[src/rtl/host_decode_pkg.sv]
// Constants for the host address decoder and register map
package host_decode_pkg;
  // Register offsets within the 16-location I/O window
  localparam logic [3:0] OFS_STATUS = 4'h0;
  localparam logic [3:0] OFS_DIAG = 4'h1;
  localparam logic [3:0] OFS_CONFIG = 4'h2;
  localparam logic [3:0] OFS_IOSTRAP = 4'h3;
  localparam logic [3:0] OFS_MEMSTRAP = 4'h4;
  localparam logic [3:0] OFS_STATION = 4'h5;
  localparam logic [3:0] OFS_RSVD6 = 4'h6;
  localparam logic [3:0] OFS_EXTLATCH = 4'h7;
  localparam logic [3:0] OFS_RESET_FIRST = 4'h8;
  localparam logic [3:0] OFS_RESET_LAST = 4'hb;
  localparam logic [3:0] OFS_DATA_LOW = 4'hc;
  localparam logic [3:0] OFS_DATA_HIGH = 4'hd;
  localparam logic [3:0] OFS_PTR_LOW = 4'he;
  localparam logic [3:0] OFS_PTR_HIGH = 4'hf;
  // Reset values; undefined status bits are driven as zero
  localparam logic [7:0] STATUS_RESET = 8'h91;
  localparam logic [7:0] MASK_RESET = 8'h00;
  localparam logic [7:0] CONFIG_RESET = 8'h00;
  localparam logic [7:0] STATION_RESET = 8'h00;
  localparam logic [7:0] LATCH_RESET = 8'h00;
  localparam logic [7:0] DIAG_RESET = 8'h00;
  localparam logic [10:0] PTR_RESET = 11'h000;
  // Writable bit masks: undefined positions are stored as zero
  localparam logic [7:0] MASK_WRITABLE = 8'h85;
  localparam logic [7:0] PTR_HIGH_WRITABLE = 8'h47;
  // Field positions
  localparam int CFG_CHAIN_BIT = 6;
  localparam int PTR_AUTOINC_BIT = 6;
  localparam int STATUS_POR_BIT = 4;
  // Segment field widths on the host address bus
  localparam int MEM_MATCH_W = 9;
  localparam int PROM_MATCH_W = 7;
  localparam int IO_MATCH_W = 12;
endpackage : host_decode_pkg

[src/rtl/host_address_decode_regmap.sv]
// Host address decoder and I/O register map of the network controller
`timescale 1ns/10ps
// What this block does
// RULE1 - Compare host address with strap ranges to find PROM, RAM or I/O target.
// RULE2 - I/O straps pick one of eight 16-location windows 0260h to 03E0h.
// RULE3 - Memory straps expand to nine bits matched against A19-A11.
// RULE4 - Upper 8K of the selected 16K segment is PROM, A13 high.
// RULE5 - RAM is one 2K area of lower 8K, A13 low, chosen by A12-A11.
// RULE6 - PROM uses seven-bit strap expansion matched against A19-A13.
// RULE7 - In I/O-mapped 16K mode the PROM decodes a single 16K range.
// RULE8 - Decode-disable high drops PROM select, upper lane and ready.
// RULE9 - I/O straps expand to twelve bits matched against A15-A4.
// RULE10 - I/O decoding only while AEN is low.
// RULE11 - Low four bits give read and write maps; 08-0B reset, 0C-0F data.
// RULE12 - Host never touches reserved offsets.
// RULE13 - Undefined bits read undefined; host writes them as zero.
// RULE14 - Status is read-only; writes at its offset reach the mask.
// RULE15 - Status resets to 1XX1 0001 on hardware or software reset.
// RULE16 - Status bit meanings differ while chained commands run.
// RULE17 - Out-of-range accesses get no select, data drive or ready change.
module host_address_decode_regmap (
  input wire logic mclk,
  input wire logic rst_n,
  input wire logic [19:0] hostAddr,
  input wire logic aen,
  input wire logic memRead_n,
  input wire logic memWrite_n,
  input wire logic ioRead_n,
  input wire logic ioWrite_n,
  input wire logic [7:0] hostDataIn,
  input wire logic [4:0] memoryRangeStraps,
  input wire logic [2:0] ioRangeStraps,
  input wire logic prom_decode_disable_n,
  input wire logic io16kMode,
  input wire logic [7:0] statusNormal,
  input wire logic [7:0] statusChained,
  input wire logic [7:0] diagFlags,
  input wire logic [15:0] bufferReadWord,
  output logic [7:0] hostDataOut,
  output logic hostDataOe,
  output logic ramSelect,
  output logic boot_rom_select_n,
  output logic upper_lane_select_n,
  output logic ioChannelReadyOe,
  output logic softReset,
  output logic commandStrobe,
  output logic [7:0] commandByte,
  output logic [7:0] interruptMask,
  output logic [7:0] configuration,
  output logic [7:0] station_number_bits,
  output logic [7:0] externalLatch,
  output logic [10:0] bufferPointer,
  output logic [7:0] bufferWriteData,
  output logic bufferWriteLow,
  output logic bufferWriteHigh,
  output logic bufferReadLow
);
  logic [2:0] ioSync1;
  logic [2:0] ioSync2;
  logic [2:0] ioSync3;
  logic [4:0] memSync1;
  logic [4:0] memSync2;
  logic [4:0] memSync3;
  logic romSync1;
  logic romSync2;
  logic romSync3;
  logic [2:0] ioStrap_reg;
  logic [4:0] memStrap_reg;
  logic romDisable_reg;
  logic [8:0] memMatch;
  logic [6:0] promMatch;
  logic [11:0] ioMatch;
  logic memCycle;
  logic segHit;
  logic promHit;
  logic ioHit;
  logic [3:0] ioOffset;
  logic ioRd;
  logic ioWr;
  logic [7:0] readMux;
  logic [7:0] status_reg;
  logic anyReset;
  logic resetPulse;
  logic autoIncrement_reg;

  // Write hit on one offset; shared by the strobe, pointer and data paths
  function automatic logic writeAt(input logic wr, input logic [3:0] ofs,
                                   input logic [3:0] target);
    writeAt = wr && ofs == target;
  endfunction : writeAt

  // Strap pins are asynchronous; accept a change once stages 2 and 3 agree
  always_ff @(posedge mclk or negedge rst_n) begin
    if (!rst_n) begin
      ioSync1 <= 3'h0;
      ioSync2 <= 3'h0;
      ioSync3 <= 3'h0;
      memSync1 <= 5'h00;
      memSync2 <= 5'h00;
      memSync3 <= 5'h00;
      // Reset to the disabled level so no PROM decode flickers after reset
      romSync1 <= 1'b1;
      romSync2 <= 1'b1;
      romSync3 <= 1'b1;
    end else begin
      ioSync1 <= ioRangeStraps;
      ioSync2 <= ioSync1;
      ioSync3 <= ioSync2;
      memSync1 <= memoryRangeStraps;
      memSync2 <= memSync1;
      memSync3 <= memSync2;
      romSync1 <= prom_decode_disable_n;
      romSync2 <= romSync1;
      romSync3 <= romSync2;
    end
  end

  // Filtered strap values
  always_ff @(posedge mclk or negedge rst_n) begin
    if (!rst_n) begin
      ioStrap_reg <= 3'h0;
      memStrap_reg <= 5'h00;
      romDisable_reg <= 1'b1;
    end else begin
      if (ioSync2 == ioSync3) ioStrap_reg <= ioSync3;
      if (memSync2 == memSync3) memStrap_reg <= memSync3;
      if (romSync2 == romSync3) romDisable_reg <= romSync3;
    end
  end

  strap_range_decode u_decode (
    .memoryRangeStraps(memStrap_reg),
    .ioRangeStraps(ioStrap_reg),
    .memMatch(memMatch),
    .promMatch(promMatch),
    .ioMatch(ioMatch)
  );

  // Memory and PROM window hits
  assign memCycle = !memRead_n || !memWrite_n;
  assign segHit = memCycle && (hostAddr[19:11] == memMatch); // [RULE1] [RULE3]
  always_comb begin
    promHit = 1'b0;
    if (memCycle && !romDisable_reg) begin // [RULE8]
      if (io16kMode) begin
        promHit = hostAddr[19:14] == promMatch[6:1]; // [RULE7]
      end else begin
        promHit = hostAddr[19:13] == promMatch && hostAddr[13]; // [RULE4] [RULE6]
      end
    end
  end
  assign ramSelect = segHit && !hostAddr[13]; // [RULE5] [RULE17]
  assign boot_rom_select_n = !promHit; // [RULE8] [RULE17]
  assign upper_lane_select_n = !(promHit && configuration[7]);
  assign ioChannelReadyOe = promHit;

  // I/O window hit, gated by AEN low
  assign ioHit = !aen && (hostAddr[15:4] == ioMatch); // [RULE9] [RULE10]
  assign ioOffset = hostAddr[3:0];
  assign ioRd = ioHit && !ioRead_n;
  assign ioWr = ioHit && !ioWrite_n;

  reset_port_detect u_reset (
    .mclk(mclk),
    .rst_n(rst_n),
    .ioHit(ioHit),
    .ioOffset(ioOffset),
    .strobe(!ioRead_n || !ioWrite_n),
    .softReset(resetPulse)
  );
  assign softReset = resetPulse;
  assign anyReset = resetPulse;

  // Write-side registers; undefined bits stored as zero
  always_ff @(posedge mclk or negedge rst_n) begin
    if (!rst_n) begin
      interruptMask <= host_decode_pkg::MASK_RESET;
      configuration <= host_decode_pkg::CONFIG_RESET;
      station_number_bits <= host_decode_pkg::STATION_RESET;
      externalLatch <= host_decode_pkg::LATCH_RESET;
    end else if (anyReset) begin
      interruptMask <= host_decode_pkg::MASK_RESET;
    end else if (ioWr) begin
      unique case (ioOffset)
        host_decode_pkg::OFS_STATUS:
          interruptMask <= hostDataIn & host_decode_pkg::MASK_WRITABLE; // [RULE14] [RULE13]
        host_decode_pkg::OFS_CONFIG: configuration <= hostDataIn;
        host_decode_pkg::OFS_STATION: station_number_bits <= hostDataIn;
        host_decode_pkg::OFS_EXTLATCH: externalLatch <= hostDataIn;
        default: ;
      endcase
    end
  end

  // Command strobe, one cycle per clock edge the write is held
  always_ff @(posedge mclk or negedge rst_n) begin
    if (!rst_n) begin
      commandStrobe <= 1'b0;
      commandByte <= 8'h00;
    end else begin
      commandStrobe <= writeAt(ioWr, ioOffset, host_decode_pkg::OFS_DIAG); // [RULE11]
      if (writeAt(ioWr, ioOffset, host_decode_pkg::OFS_DIAG)) commandByte <= hostDataIn;
    end
  end

  // Buffer pointer loaded by host writes to the pointer ports; no auto-increment on data port access
  always_ff @(posedge mclk or negedge rst_n) begin
    if (!rst_n) begin
      bufferPointer <= host_decode_pkg::PTR_RESET;
    end else if (writeAt(ioWr, ioOffset, host_decode_pkg::OFS_PTR_LOW)) begin
      bufferPointer[7:0] <= hostDataIn;
    end else if (writeAt(ioWr, ioOffset, host_decode_pkg::OFS_PTR_HIGH)) begin
      bufferPointer[10:8] <= hostDataIn[2:0];
    end
  end

  // Auto-increment bit is only stored and read back; stepping is left to the core
  always_ff @(posedge mclk or negedge rst_n) begin
    if (!rst_n) begin
      autoIncrement_reg <= 1'b0;
    end else if (writeAt(ioWr, ioOffset, host_decode_pkg::OFS_PTR_HIGH)) begin
      autoIncrement_reg <= hostDataIn[host_decode_pkg::PTR_AUTOINC_BIT];
    end
  end

  // Data port strobes to the buffer RAM
  assign bufferWriteData = hostDataIn;
  assign bufferWriteLow = writeAt(ioWr, ioOffset, host_decode_pkg::OFS_DATA_LOW); // [RULE11]
  assign bufferWriteHigh = writeAt(ioWr, ioOffset, host_decode_pkg::OFS_DATA_HIGH);
  assign bufferReadLow = ioRd && ioOffset == host_decode_pkg::OFS_DATA_LOW;

  // Status: reset value on either reset, then live from core
  always_ff @(posedge mclk or negedge rst_n) begin
    if (!rst_n) begin
      status_reg <= host_decode_pkg::STATUS_RESET; // [RULE15]
    end else if (anyReset) begin
      status_reg <= host_decode_pkg::STATUS_RESET; // [RULE15]
    end else if (configuration[host_decode_pkg::CFG_CHAIN_BIT]) begin
      status_reg <= statusChained; // [RULE16]
    end else begin
      status_reg <= statusNormal;
    end
  end

  // Read map; reserved offsets read zero
  always_comb begin
    readMux = 8'h00;
    unique case (ioOffset)
      host_decode_pkg::OFS_STATUS: readMux = status_reg; // [RULE14]
      host_decode_pkg::OFS_DIAG: readMux = diagFlags;
      host_decode_pkg::OFS_CONFIG: readMux = configuration;
      host_decode_pkg::OFS_IOSTRAP: readMux = {5'h00, ioStrap_reg};
      host_decode_pkg::OFS_MEMSTRAP: readMux = {3'h0, memStrap_reg};
      host_decode_pkg::OFS_STATION: readMux = station_number_bits;
      host_decode_pkg::OFS_DATA_LOW: readMux = bufferReadWord[7:0];
      host_decode_pkg::OFS_DATA_HIGH: readMux = bufferReadWord[15:8];
      host_decode_pkg::OFS_PTR_LOW: readMux = bufferPointer[7:0];
      host_decode_pkg::OFS_PTR_HIGH: readMux = {1'b0, autoIncrement_reg, 3'h0, bufferPointer[10:8]};
      default: readMux = 8'h00;
    endcase
  end

  // Registered read data; drive only on an I/O read hit
  always_ff @(posedge mclk or negedge rst_n) begin
    if (!rst_n) begin
      hostDataOut <= 8'h00;
    end else begin
      hostDataOut <= readMux;
    end
  end
  assign hostDataOe = ioRd; // [RULE17] [RULE10]

  // Checks
  a_io_aen_gate: assert property (@(posedge mclk) disable iff (!rst_n)
    aen |-> !hostDataOe && !bufferWriteLow) else $error("I/O decode while AEN high"); // [RULE10]
  a_prom_disabled: assert property (@(posedge mclk) disable iff (!rst_n)
    romDisable_reg |-> boot_rom_select_n && upper_lane_select_n && !ioChannelReadyOe)
    else $error("PROM select while disabled"); // [RULE8]
  a_ram_half: assert property (@(posedge mclk) disable iff (!rst_n)
    ramSelect |-> !hostAddr[13] && hostAddr[19:11] == memMatch)
    else $error("RAM select outside window"); // [RULE5]
  a_prom_upper: assert property (@(posedge mclk) disable iff (!rst_n)
    (!boot_rom_select_n && !io16kMode) |-> hostAddr[13]) else $error("PROM in lower half"); // [RULE4]
  a_status_reset: assert property (@(posedge mclk) disable iff (!rst_n)
    resetPulse |=> status_reg == 8'h91) else $error("Status reset value wrong"); // [RULE15]
  a_mask_write: assert property (@(posedge mclk) disable iff (!rst_n)
    (ioWr && ioOffset == 4'h0 && !resetPulse) |=> interruptMask == ($past(hostDataIn) & 8'h85))
    else $error("Mask write lost"); // [RULE14]
  a_chain_view: assert property (@(posedge mclk) disable iff (!rst_n)
    (configuration[6] && !resetPulse) |=> status_reg == $past(statusChained))
    else $error("Chained status not shown"); // [RULE16]
  a_io_window: assert property (@(posedge mclk) disable iff (!rst_n)
    hostDataOe |-> hostAddr[15:4] == ioMatch) else $error("Drive outside window"); // [RULE9]
  a_reset_port: assert property (@(posedge mclk) disable iff (!rst_n)
    (ioWr && ioOffset == 4'h9) |=> softReset) else $error("Reset port missed"); // [RULE11]

  // Selects stay quiet without a bus cycle; register and data-port writes land at their offsets
  a_idle_no_select: assert property (@(posedge mclk) disable iff (!rst_n) // [RULE17]
    !memCycle |-> !ramSelect && boot_rom_select_n && !ioChannelReadyOe)
    else $error("Select without memory cycle");
  a_oe_needs_read: assert property (@(posedge mclk) disable iff (!rst_n) // [RULE10]
    hostDataOe |-> !ioRead_n && !aen) else $error("Data drive without read");
  a_cmd_strobe: assert property (@(posedge mclk) disable iff (!rst_n) // [RULE11]
    (ioWr && ioOffset == 4'h1) |=> commandStrobe && commandByte == $past(hostDataIn))
    else $error("Command write lost");
  a_station_write: assert property (@(posedge mclk) disable iff (!rst_n) // [RULE11]
    (ioWr && ioOffset == 4'h5 && !resetPulse) |=> station_number_bits == $past(hostDataIn))
    else $error("Station write lost");
  a_data_low_strobe: assert property (@(posedge mclk) disable iff (!rst_n) // [RULE11]
    bufferWriteLow |-> ioWr && ioOffset == 4'hc) else $error("Low data strobe misplaced");
  a_data_high_strobe: assert property (@(posedge mclk) disable iff (!rst_n) // [RULE11]
    bufferWriteHigh |-> ioWr && ioOffset == 4'hd) else $error("High data strobe misplaced");
  a_ptr_low_write: assert property (@(posedge mclk) disable iff (!rst_n) // [RULE11]
    (ioWr && ioOffset == 4'he) |=> bufferPointer[7:0] == $past(hostDataIn))
    else $error("Pointer low write lost");

  // PROM range follows the mode
  a_prom_16k_range: assert property (@(posedge mclk) disable iff (!rst_n) // [RULE7]
    (!boot_rom_select_n && io16kMode) |-> hostAddr[19:14] == promMatch[6:1])
    else $error("PROM select outside 16K range");
  a_prom_8k_range: assert property (@(posedge mclk) disable iff (!rst_n) // [RULE6]
    (!boot_rom_select_n && !io16kMode) |-> hostAddr[19:13] == promMatch)
    else $error("PROM select outside 8K range");
  a_ready_only_prom: assert property (@(posedge mclk) disable iff (!rst_n) // [RULE8]
    ioChannelReadyOe |-> !boot_rom_select_n) else $error("Ready driven without PROM");

  // Status ignores writes; reserved writes change nothing
  a_status_ro: assert property (@(posedge mclk) disable iff (!rst_n) // [RULE14]
    (ioWr && ioOffset == 4'h0 && !resetPulse && !configuration[6])
    |=> status_reg == $past(statusNormal)) else $error("Status changed by write");
  a_reserved_quiet: assert property (@(posedge mclk) disable iff (!rst_n) // [RULE11]
    (ioWr && ioOffset == 4'h6 && !resetPulse) |=> $stable(configuration) && $stable(interruptMask))
    else $error("Reserved write changed state");
endmodule : host_address_decode_regmap

[src/rtl/reset_port_detect.sv]
// Soft reset request from host access to the reset locations
`timescale 1ns/10ps
module reset_port_detect (
  input wire logic mclk,
  input wire logic rst_n,
  input wire logic ioHit,
  input wire logic [3:0] ioOffset,
  input wire logic strobe,
  output logic softReset
);
  logic hitReset;
  // Either read or write of offsets 08-0B resets
  assign hitReset = ioHit && strobe && ioOffset >= host_decode_pkg::OFS_RESET_FIRST
                    && ioOffset <= host_decode_pkg::OFS_RESET_LAST; // [RULE11]
  // Registered so the reset lands cleanly after the access cycle
  always_ff @(posedge mclk or negedge rst_n) begin
    if (!rst_n) begin
      softReset <= 1'b0;
    end else begin
      softReset <= hitReset;
    end
  end
endmodule : reset_port_detect

[src/rtl/strap_range_decode.sv]
// Strap-to-address expansion for memory and I/O windows
`timescale 1ns/10ps
module strap_range_decode (
  input wire logic [4:0] memoryRangeStraps,
  input wire logic [2:0] ioRangeStraps,
  output logic [8:0] memMatch,
  output logic [6:0] promMatch,
  output logic [11:0] ioMatch
);
  // 5-to-9 memory expansion: table steps in 16K blocks of C0000-E3FFF
  always_comb begin
    logic [6:0] seg;
    seg = 7'h00;
    // Codes 0-1 -> C0,C4; codes 2.. skip C8 (per table ordering)
    unique case (memoryRangeStraps[4:2])
      3'h0: seg = 7'h60;
      3'h1: seg = 7'h62;
      3'h2: seg = 7'h66;
      3'h3: seg = 7'h68;
      3'h4: seg = 7'h6a;
      3'h5: seg = 7'h6c;
      3'h6: seg = 7'h6e;
      3'h7: seg = 7'h70;
    endcase
    memMatch = {seg, memoryRangeStraps[1:0]}; // [RULE3] [RULE5]
    promMatch = {seg[6:1], 1'b1}; // [RULE6]
  end

  // 3-to-12 I/O expansion to A15-A4 [RULE2] [RULE9]
  always_comb begin
    unique case (ioRangeStraps)
      3'h0: ioMatch = 12'h026;
      3'h1: ioMatch = 12'h029;
      3'h2: ioMatch = 12'h02e;
      3'h3: ioMatch = 12'h02f;
      3'h4: ioMatch = 12'h030;
      3'h5: ioMatch = 12'h035;
      3'h6: ioMatch = 12'h038;
      3'h7: ioMatch = 12'h03e;
    endcase
  end
endmodule : strap_range_decode

[config.mk]
export PLATFORM = sky130hd
export DESIGN_NAME = host_address_decode_regmap
export DESIGN_NICKNAME = d
export VERILOG_FILES = /design/src/rtl/host_decode_pkg.sv /design/src/rtl/host_address_decode_regmap.sv /design/src/rtl/reset_port_detect.sv /design/src/rtl/strap_range_decode.sv
export SDC_FILE = /design/constraint.sdc
export NUM_CORES = 1
export LEC_CHECK = 0
export BUFFER_PORTS_ARGS = -buffer_cell sky130_fd_sc_hd__buf_2
export CAP_MARGIN = 10
export CORE_ASPECT_RATIO = 1.25
export CORE_MARGIN = 2
export CORE_UTILIZATION = 25
export CTS_CLUSTER_DIAMETER = 150
export DETAILED_ROUTE_END_ITERATION = 8
export PLACE_DENSITY = 0.58
export SETUP_SLACK_MARGIN = 0.15
export SYNTH_ARGS = -nofsm -noshare
export SYNTH_HDL_FRONTEND = slang
export SYNTH_SLANG_ARGS = --single-unit
export TNS_END_PERCENT = 10
[constraint.sdc]
create_clock -name mclk -period 1.93 [get_ports mclk]
set_input_delay 0.193 -clock mclk [delete_from_list [all_inputs] [get_ports mclk]]
set_output_delay 0.193 -clock mclk [all_outputs]
set_load 0.02 [all_outputs]
# Word-level counts from Yosys, hierarchy flattened
# Memories as Yosys holds them, arrays and structs flattened.
# Cells that the tools add are included.
# op_classes
order_cmp	2
eq_ne	17
n_mux	8
bitwise_logic	2
reduce_logical	36
# ops
operator	n
$pmux W8 S10	1
$mux W8	5
$logic_and A1 B1 Y1	17
$eq A4 B4 Y1 const B	4
$eq A12 B12 Y1	1
$eq A4 B3 Y1 const B	3
$eq A9 B9 Y1	1
$logic_not A1 Y1	9
$reduce_and A3 Y1	3
$eq A4 B2 Y1 const B	2
$eq A7 B7 Y1	1
$eq A6 B6 Y1	1
$eq A5 B5 Y1	1
$eq A4 B1 Y1 const B	1
$ge A4 B4 Y1 const B	1
$le A4 B4 Y1 const B	1
$logic_not A4 Y1	1
$reduce_and A2 Y1	2
$reduce_bool A2 Y1	2
$eq A3 B3 Y1	1
$logic_or A1 B1 Y1	2
$mux W1	2
$not A1 Y1	2
$eq A1 B1 Y1	1
# word_totals
register_bits	106
mem_bits_ro	72
input_bits	85
output_inout_bits	77
wordCells	91
n_memories	2
# mem_list
memory	depth	word_bits	read_ports	rd_clocked_by_memory_dff	wr	line_no	source
(name not given)	8	5	1	0	0	strap_range_decode.sv:31	unique case (ioRangeStraps)
(name not given)	8	4	1	0	0	strap_range_decode.sv:15	unique case (memoryRangeStraps[4:2])

# Longest topological paths before layout
# Gate-level depths: netlist of run 1.
# An unclocked memory read counts as a cell.
# logic_depth
depth_word	7
ltp_mapped	7
mapped_depth_nobuf	6

# By module
# Synthesis of run 1 repeated with hierarchy kept, for this count alone.
# unflattened
hier_cells	418
hier_area_um2	5009.8
# modules_own_cells
mod	n_inst	cells_per_inst	area_per_inst_um2	seq_area_each_um2
host_address_decode_regmap	1	377	4694.5	2511.2
strap_range_decode	1	39	280.3	0.0
reset_port_detect	1	2	35.0	25.0

# Least setup slack after synthesis of run 1
# No wires, ideal clock.
# synth_timing
path_type	flip-flop to output port
start	register memStrap_reg[2]
end	output port upper_lane_select_n
arrival_ns	2.204
required_time_ns	1.737
path_slack_ns	-0.467
stages_incl_launch_ff	7
n_path_buf	0
path_cell_list	dfrtp_1 > inv_1 > ha_1 > xnor2_1 > o211ai_1 > nor4_1 > nand2_1
# synth_between
elab_chain_len	7
word_cells_on_any_way	8
classes_between	eq/ne: 2; mux: 2; reduce/logical: 3; memory: 1
# synth_rtl
element	line_no	source
start, declared	host_address_decode_regmap.sv:68	logic [4:0] memStrap_reg;
start signal, assigned	host_address_decode_regmap.sv:126	if (memSync2 == memSync3) memStrap_reg <= memSync3;
$mem_v2 Z8 W4 *	-	
$eq A7 B7 Y1	host_address_decode_regmap.sv:148	promHit = hostAddr[19:13] == promMatch && hostAddr[13];
$logic_and A1 B1 Y1	host_address_decode_regmap.sv:148	
$mux W1 *	host_address_decode_regmap.sv:145	if (io16kMode) begin
$mux W1 *	host_address_decode_regmap.sv:144	if (memCycle && !romDisable_reg) begin
via ioChannelReadyOe	host_address_decode_regmap.sv:44	output logic ioChannelReadyOe,
$logic_and A1 B1 Y1 *	host_address_decode_regmap.sv:154	assign upper_lane_select_n = !(promHit && configuration[7]);
$logic_not A1 Y1 *	host_address_decode_regmap.sv:154	
end, declared	host_address_decode_regmap.sv:43	output logic upper_lane_select_n,
# Mark *: on every way through the listed nets, which the timed path passes. The rest lies on a longest branch.

# Worst setup path in the final report of run 1
# layout_timing
start	register ioStrap_reg[0]
end	output port bufferWriteHigh
# layout_between
elab_chain_len	5
# layout_rtl
element	line_no	source
start, declared	host_address_decode_regmap.sv:67	logic [2:0] ioStrap_reg;
start signal, assigned	host_address_decode_regmap.sv:125	if (ioSync2 == ioSync3) ioStrap_reg <= ioSync3;
$mem_v2 Z8 W5	-	
$eq A12 B12 Y1	host_address_decode_regmap.sv:158	assign ioHit = !aen && (hostAddr[15:4] == ioMatch);
$logic_and A1 B1 Y1	host_address_decode_regmap.sv:158	
$logic_and A1 B1 Y1	host_address_decode_regmap.sv:161	assign ioWr = ioHit && !ioWrite_n;
$logic_and A1 B1 Y1	host_address_decode_regmap.sv:89	writeAt = wr && ofs == target;
end, declared	host_address_decode_regmap.sv:55	output logic bufferWriteHigh,
# Every way passes these cells.

==> results of run 1 <==
-- cell usage after synthesis (2+ instances only) --
master,count
dfrtp_1,94
mux2_2,54
buf_4,18
nand2_1,17
nor2_1,15
mux2i_1,12
nor3_1,10
nand3_1,9
xnor2_1,9
xor2_1,9
a22oi_1,8
a21oi_1,7
a222oi_1,7
dfstp_2,7
inv_1,7
nor4_1,7
clkbuf_1,6
nand4_1,6
o21ai_0,6
nor2b_1,5
nor3b_1,4
a211o_1,3
a31o_2,3
a31oi_1,3
and4_2,3
ha_1,3
nand4_4,3
or3_1,3
a221oi_1,2
buf_1,2
buf_2,2
buf_6,2
o211ai_1,2
-- stage by stage --
step	cell area (sq um)	hold slack, ns	utilization, %	power [W]	setup TNS (ns)
3_3_place_gp	5930	0.200	32.7	0.00336	-4.92
4_1_cts	6460	0.0282	35.6	0.00533	-10.71
2_1_floorplan	4720	-0.103	-	0.00294	-0.773
6_report	6480	0.0385	35.7	0.00530	-9.61
3_5_place_dp	5930	0.205	32.7	0.00339	-6.29
5_1_grt	6480	0.0457	35.7	0.00553	-14.49
-- worst min-delay path by stage --
stage	end	cells past startpoint
2_1_floorplan	autoIncrement_reg	0
3_3_place_gp	memSync1[2]	1
3_5_place_dp	memSync1[3]	1
4_1_cts	hostDataOut[6]	3
5_1_grt	hostDataOut[6]	3
6_report	hostDataOut[6]	3
-- cell families after synthesis --
| group | Yosys count | synth area share, % |
|---|---|---|
| AOI/OAI and AO/OA | 48 | 7.87 |
| xor gates and xnor gates | 18 | 3.39 |
| adders and majority gates | 4 | 1.02 |
| buffers and inverters | 38 | 4.92 |
| DFF | 101 | 54.5 |
| muxes | 66 | 15.6 |
| other | 1 | 0.0805 |
| and+or+nand+nor | 93 | 12.6 |
-- per-layer routing --
layer / vias to the layer above / routed length [um] / global-route usage, %
met5: - / 0 / 0
met4: 0 / 473 / 7.12
met3: 28 / 1080 / 4.27
met2: 152 / 7370 / 24.8
met1: 1844 / 5910 / 18.0
li1: 1736 / - / -
-- power groups by stage --
stage	logic [W]	registers [W]	clock network, W
after global routing	0.00131	0.00236	0.00187
final	0.00121	0.00234	0.00175
after global placement	0.000963	0.00239	0
after CTS	0.00119	0.00233	0.00180
after floorplan	0.000580	0.00236	0
after detailed placement	0.000989	0.00240	0
-- cell type report --
class | count | area share, %
antenna | 2 | 0.0772
clock buffer | 10 | 3.53
clock inverter | 6 | 0.869
inverter | 7 | 0.406
multi-input combinational | 234 | 31.2
sequential | 101 | 39.2
tap | 228 | 4.40
timing repair buffer | 216 | 20.4
-- timing repair --
item,CTS,global route
pin swaps,11,4
resized for setup,18,7
hold endpoints to repair,42,0
setup endpoints to repair,56,56
buffers inserted,9,0
gates cloned,0,0
hold buffers,10,0
-- worst reg2reg max path, cell delays in order (launching register included) --
cell      delay (ns)
dfrtp_1         0.38
nor2b_4         0.13
or3_4           0.33
a211oi_2        0.18
buf_4           0.15
buf_12          0.09
buf_4           0.16
nand4_4         0.27
mux2_2          0.37
==> run_results.csv, run 1 <==
group,metric,value,unit
drt,routed_wl,14800,um
placed_design,hpwl,11400,um
critical_path,path_class,"reg2out",
placed_design,portBuffers,156,
critical_path,worstPathRequired,1.74,ns
critical_path,path_buf_inv,3,
clock_network,ctsRootBufferMaster,"clkbuf_16",
global_routing,grt_max_degree,40,
power,seqPwrFrac,44.2,%
yosys,ys_ff_latch,101,
timing,rsz0062_at_grt,"yes",
timing,fin_crit,2.25,ns
floorplan,rows,55,
placed_design,place_ws,-0.183,ns
critical_path,path_common_cell,"buf_4",
clock_network,ctsHtreeMaxLevel,3,
placed_design,place.gp.congestion,0.869,
cells_and_area,syn_to_final_growth,39.1,%
global_routing,grt_pass1_vias,4062,
power,p_clk_share,33.0,%
yosys,syn-instance-count,369,
drt,drtAntennaViolNets,0,
floorplan,initial_core_util,25.6,%
drt,vias_per_cell,4.68,
power,vdd_ir_drop_max,0.442,mV
run_status,violations,"setup timing",
global_routing,grt.total_usage,15.0,%
critical_path,cp.arrival,2.06,ns
drt,wl_per_cell,18.5,um
floorplan,die_x,126,um
yosys,netlist_area,4660,sq um
power,p_sw_share,29.4,%
critical_path,cp_max_fo,6,
cells_and_area,final_common_cell,"buf_2",
critical_path,cp-startpoint,"ioStrap_reg[0]",
timing,final_hold_viol_count,0,
power,p_int,0.00374,W
timing,post-route-period-util,117,%
critical_path,start_kind,"register",
drt,vias,3760,
cells_and_area,regMostFlops,"bufferPointer",
yosys,yosysTopAreaCell,"dfrtp_1",
timing,setup_viol_count_final,48,
cells_and_area,mostFrequentLayoutCells,"buf_2, dfrtp_1, mux2_2, buf_4, nand2_1",
critical_path,endpoint_kind,"primary output",
floorplan,die_area,19700,sq um
yosys,synth.avg_cell_area,12.6,sq um
floorplan,core,18200,sq um
critical_path,reg2reg_depth,8,
worst_hold_path,hold_class,"in2reg",
global_routing,gr-total-overflow,0,
cells_and_area,layout-drive-gt1-share,55.6,%
yosys,synth_flop_cell,"dfrtp_1",
yosys,async_reset_ff_share,100,%
critical_path,crit_slowest_cell,"dfrtp_1",
yosys,yosysWarnings,0,
critical_path,reg2reg_from,"ioStrap_reg[0]",
clock_network,cts.sinks,101,
drt,drcViolationCount,0,
cells_and_area,nNetsFinal,657,
clock_network,numCtsBuffers,9,
critical_path,reg2reg_to,"commandByte[2]",
placed_design,dp.cells,767,
critical_path,setup.worst_path.end,"bufferWriteHigh",
flow_run,max-cap-violations,0,
critical_path,cpPeakStageDelay,0.38,ns
global_routing,antenna_found_initial,2,
cells_and_area,fillers,1848,
critical_path,worstPathCellList,"nor2b_4 -> or3_4 -> a211oi_2 -> buf_4 -> buf_12 -> nand3_4 -> nor4_4 -> buf_4",
timing,finalMaxSlewViolations,0,
clock_network,clk_pin_slew,0.08,ns
yosys,synth-edff-count,0,
cells_and_area,largest_reg_flops,11,
yosys,ys_types,54,
power,powerDensity,817,nW/um^2
timing,relSlewSlack,51.7,%
floorplan,io_pins,162,
floorplan,die_height,157,um
cells_and_area,layout.cells.non_filler,804,
yosys,seq_area_frac_synth,54.5,%
timing,worst_slew_pin_slew,0.719,ns
clock_network,clkLatencyLatePin,0.35,ns
drt,first_iter_violations,295,
timing,max_freq,445,MHz
yosys,synth.top_cell.area_share,50.5,%
worst_hold_path,hp-start,"bufferReadWord[14]",
critical_path,cp.depth,8,
power,p_leak,3.21,nW
power,combinationalPowerShare,22.8,%
run_status,status,"finished, violations left",
yosys,synth_area_leaders,"dfrtp_1, mux2_2, dfstp_2, buf_4, mux2i_1",
clock_network,cts_tree,"yes",
critical_path,cpLargestDelayFamily,"simple AND/OR/NAND/NOR gates",
critical_path,reg2reg_slack,-0.24,ns
global_routing,grt_pass1_wl,22300,um
cells_and_area,seq_area,2540,sq um
drt,dr.pass1.iters,4,
timing,fin_skew,0.0107,ns
timing,setup_slack,-0.319,ns
power,p_sw,0.00155,W
clock_network,clock_tree.buffer_depth,2,
cells_and_area,multiInputGateArea,2020,sq um
Power figures use the tool's default switching activity.
==> inputs of run 2 (changes only) <==
Settings changed: CTS_BUF_LIST set to sky130_fd_sc_hd__clkbuf_2.
==> run_results.csv, run 2 (synthesis gave the netlist of run 1 again) <==
group,metric,value,unit
run_status,status,"finished, violations left",
run_status,violations,"setup timing",
timing,holdWs,0.0319,ns
clock_network,cts.sinks,101,
power,powerDensity,672,nW/um^2
cells_and_area,multiInputGateArea,2070,sq um
timing,relSlewSlack,42.4,%
cells_and_area,fin_util,37.9,%
global_routing,grt.total_usage,15.4,%
timing,post-route-period-util,133,%
placed_design,place.gp.congestion,0.869,
timing,max_freq,390,MHz
drt,routed.top_layer,"met4",
critical_path,path_class,"reg2out",
global_routing,grt_pass1_vias,4293,
power,p_sw,0.00150,W
flow_run,max-cap-violations,0,
timing,rsz0062_at_grt,"yes",
cells_and_area,postLayoutCellArea,6880,sq um
drt,routed_wl,15300,um
global_routing,grt_max_degree,40,
cells_and_area,fillers,1823,
clock_network,clk_pin_slew,0.29,ns
placed_design,hpwl,11400,um
cells_and_area,syn_to_final_growth,47.8,%
timing,setup_viol_count_final,49,
placed_design,portBuffers,156,
power,p_int,0.00313,W
power,combinationalPowerShare,28.4,%
clock_network,clkLatencyLatePin,0.62,ns
cells_and_area,final_common_cell,"buf_2",
clock_network,cts_tree,"yes",
power,p_clk_share,20.9,%
critical_path,endpoint_kind,"primary output",
drt,wl_met1,6240,um
timing,setup_tns,-12.78,ns
drt,first_iter_violations,293,
critical_path,cp.arrival,2.37,ns
drt,drtAntennaViolNets,0,
cells_and_area,seq_area,2550,sq um
cells_and_area,mostFrequentLayoutCells,"buf_2, dfrtp_1, dlygate4sd3_1",
timing,fin_crit,2.56,ns
floorplan,io_pins,162,
drt,wl_met2,7710,um
cells_and_area,layout-drive-gt1-share,52.3,%
clock_network,numCtsBuffers,9,
cells_and_area,nNetsFinal,708,
global_routing,gr-total-overflow,0,
floorplan,die_height,157,um
worst_hold_path,hold_class,"in2async",
drt,wl_met3,880,um
critical_path,cp_max_fo,6,
drt,dr.pass1.iters,7,
power,seqPwrFrac,50.7,%
cells_and_area,regMostFlops,"bufferPointer",
timing,worst_slew_pin_slew,0.857,ns
timing,setup_slack,-0.634,ns
clock_network,clock_tree.buffer_depth,2,
power,p_leak,3.38,nW
power,vdd_ir_drop_max,0.283,mV
global_routing,grt_pass1_wl,23200,um
drt,drcViolationCount,0,
cells_and_area,largest_reg_flops,11,
power,total_power,0.00463,W
floorplan,rows,55,
global_routing,antenna_found_initial,2,
critical_path,worstPathRequired,1.74,ns
clock_network,ctsHtreeMaxLevel,3,
floorplan,die_x,126,um
timing,finalMaxSlewViolations,0,
floorplan,initial_core_util,25.6,%
timing,fin_skew,0.0482,ns
drt,wl_per_cell,17.9,um
drt,vias,3997,
drt,vias_per_cell,4.67,
critical_path,start_kind,"register",
placed_design,dpl-instance-area,5930,sq um
floorplan,die_area,19700,sq um
clock_network,ctsRootBufferMaster,"clkbuf_2",
power,p_sw_share,32.4,%
timing,final_hold_viol_count,0,
floorplan,core,18200,sq um
==> run 2: changes by cell type in the layout (fill, tap and decap cells not counted), sizes merged <==
| cell | change |
|---|---|
| dlygate4sd3 | +49 |
| buf | +1 |
| dlymetal6s4s | +1 |
==> run 2: layer usage <==
layer / global-route usage [%] / vias to the layer above
li1: - / 1843
met1: 18.5 / 1970
met2: 26.1 / 155
met3: 3.66 / 29
met4: 7.48 / 0
met5: 0 / -
==> run 2: final timing paths <==
kind	startpoint	slack [ns]	end	cells past startpoint
min reg2reg	romSync1	0.37	romSync2	0
max reg2reg	ioStrap_reg[0]	-0.30	commandByte[0]	9
min	rst_n	0.03	memSync3[3]	2
max	ioStrap_reg[0]	-0.63	bufferWriteHigh	8
min in group mclk	hostAddr[0]	0.04	hostDataOut[1]	4
max in group asynchronous	rst_n	1.24	configuration[6]	3
==> run 2: final cells by class <==
class | count | share of cell area, %
antenna | 2 | 0.0727
clock buffer | 10 | 0.727
clock inverter | 6 | 0.818
inverter | 7 | 0.382
multi-input combinational | 234 | 30.0
sequential | 101 | 37.0
tap | 228 | 4.14
timing repair buffer | 267 | 26.9
==> run 2: power groups by stage <==
stage | logic (W) | registers (W) | clock network [W]
after global placement | 0.000963 | 0.00239 | 0
after detailed placement | 0.000989 | 0.00240 | 0
after global routing | 0.00141 | 0.00236 | 0.00108
after CTS | 0.00127 | 0.00234 | 0.00101
final | 0.00131 | 0.00235 | 0.000969
after floorplan | 0.000580 | 0.00236 | 0
==> run 2: metrics by stage <==
| stage | setup WS, ns | std cells |
|---|---|---|
| floorplan | -0.0307 | 373 |
| global placement | -0.146 | 767 |
| detailed placement | -0.183 | 767 |
| CTS | -0.701 | 852 |
| global route | -0.778 | 855 |
| finish | -0.634 | 855 |
==> run 2: worst max-delay path, stage by stage (launching register included) <==
cell and delay, ns:
dfrtp_1 0.45, nor2b_4 0.13, or3_4 0.33, a211oi_2 0.18, buf_4 0.15, buf_12 0.09
nand3_4 0.11, nor4_4 0.16, buf_4 0.18
==> run 2: repair_timing <==
action / CTS / global route
pin swaps: 12 / 6
setup endpoints to repair: 58 / 62
resized for setup: 20 / 27
hold buffers: 60 / 0
buffers inserted: 9 / 1
endpoints found under the hold margin: 171 / 0
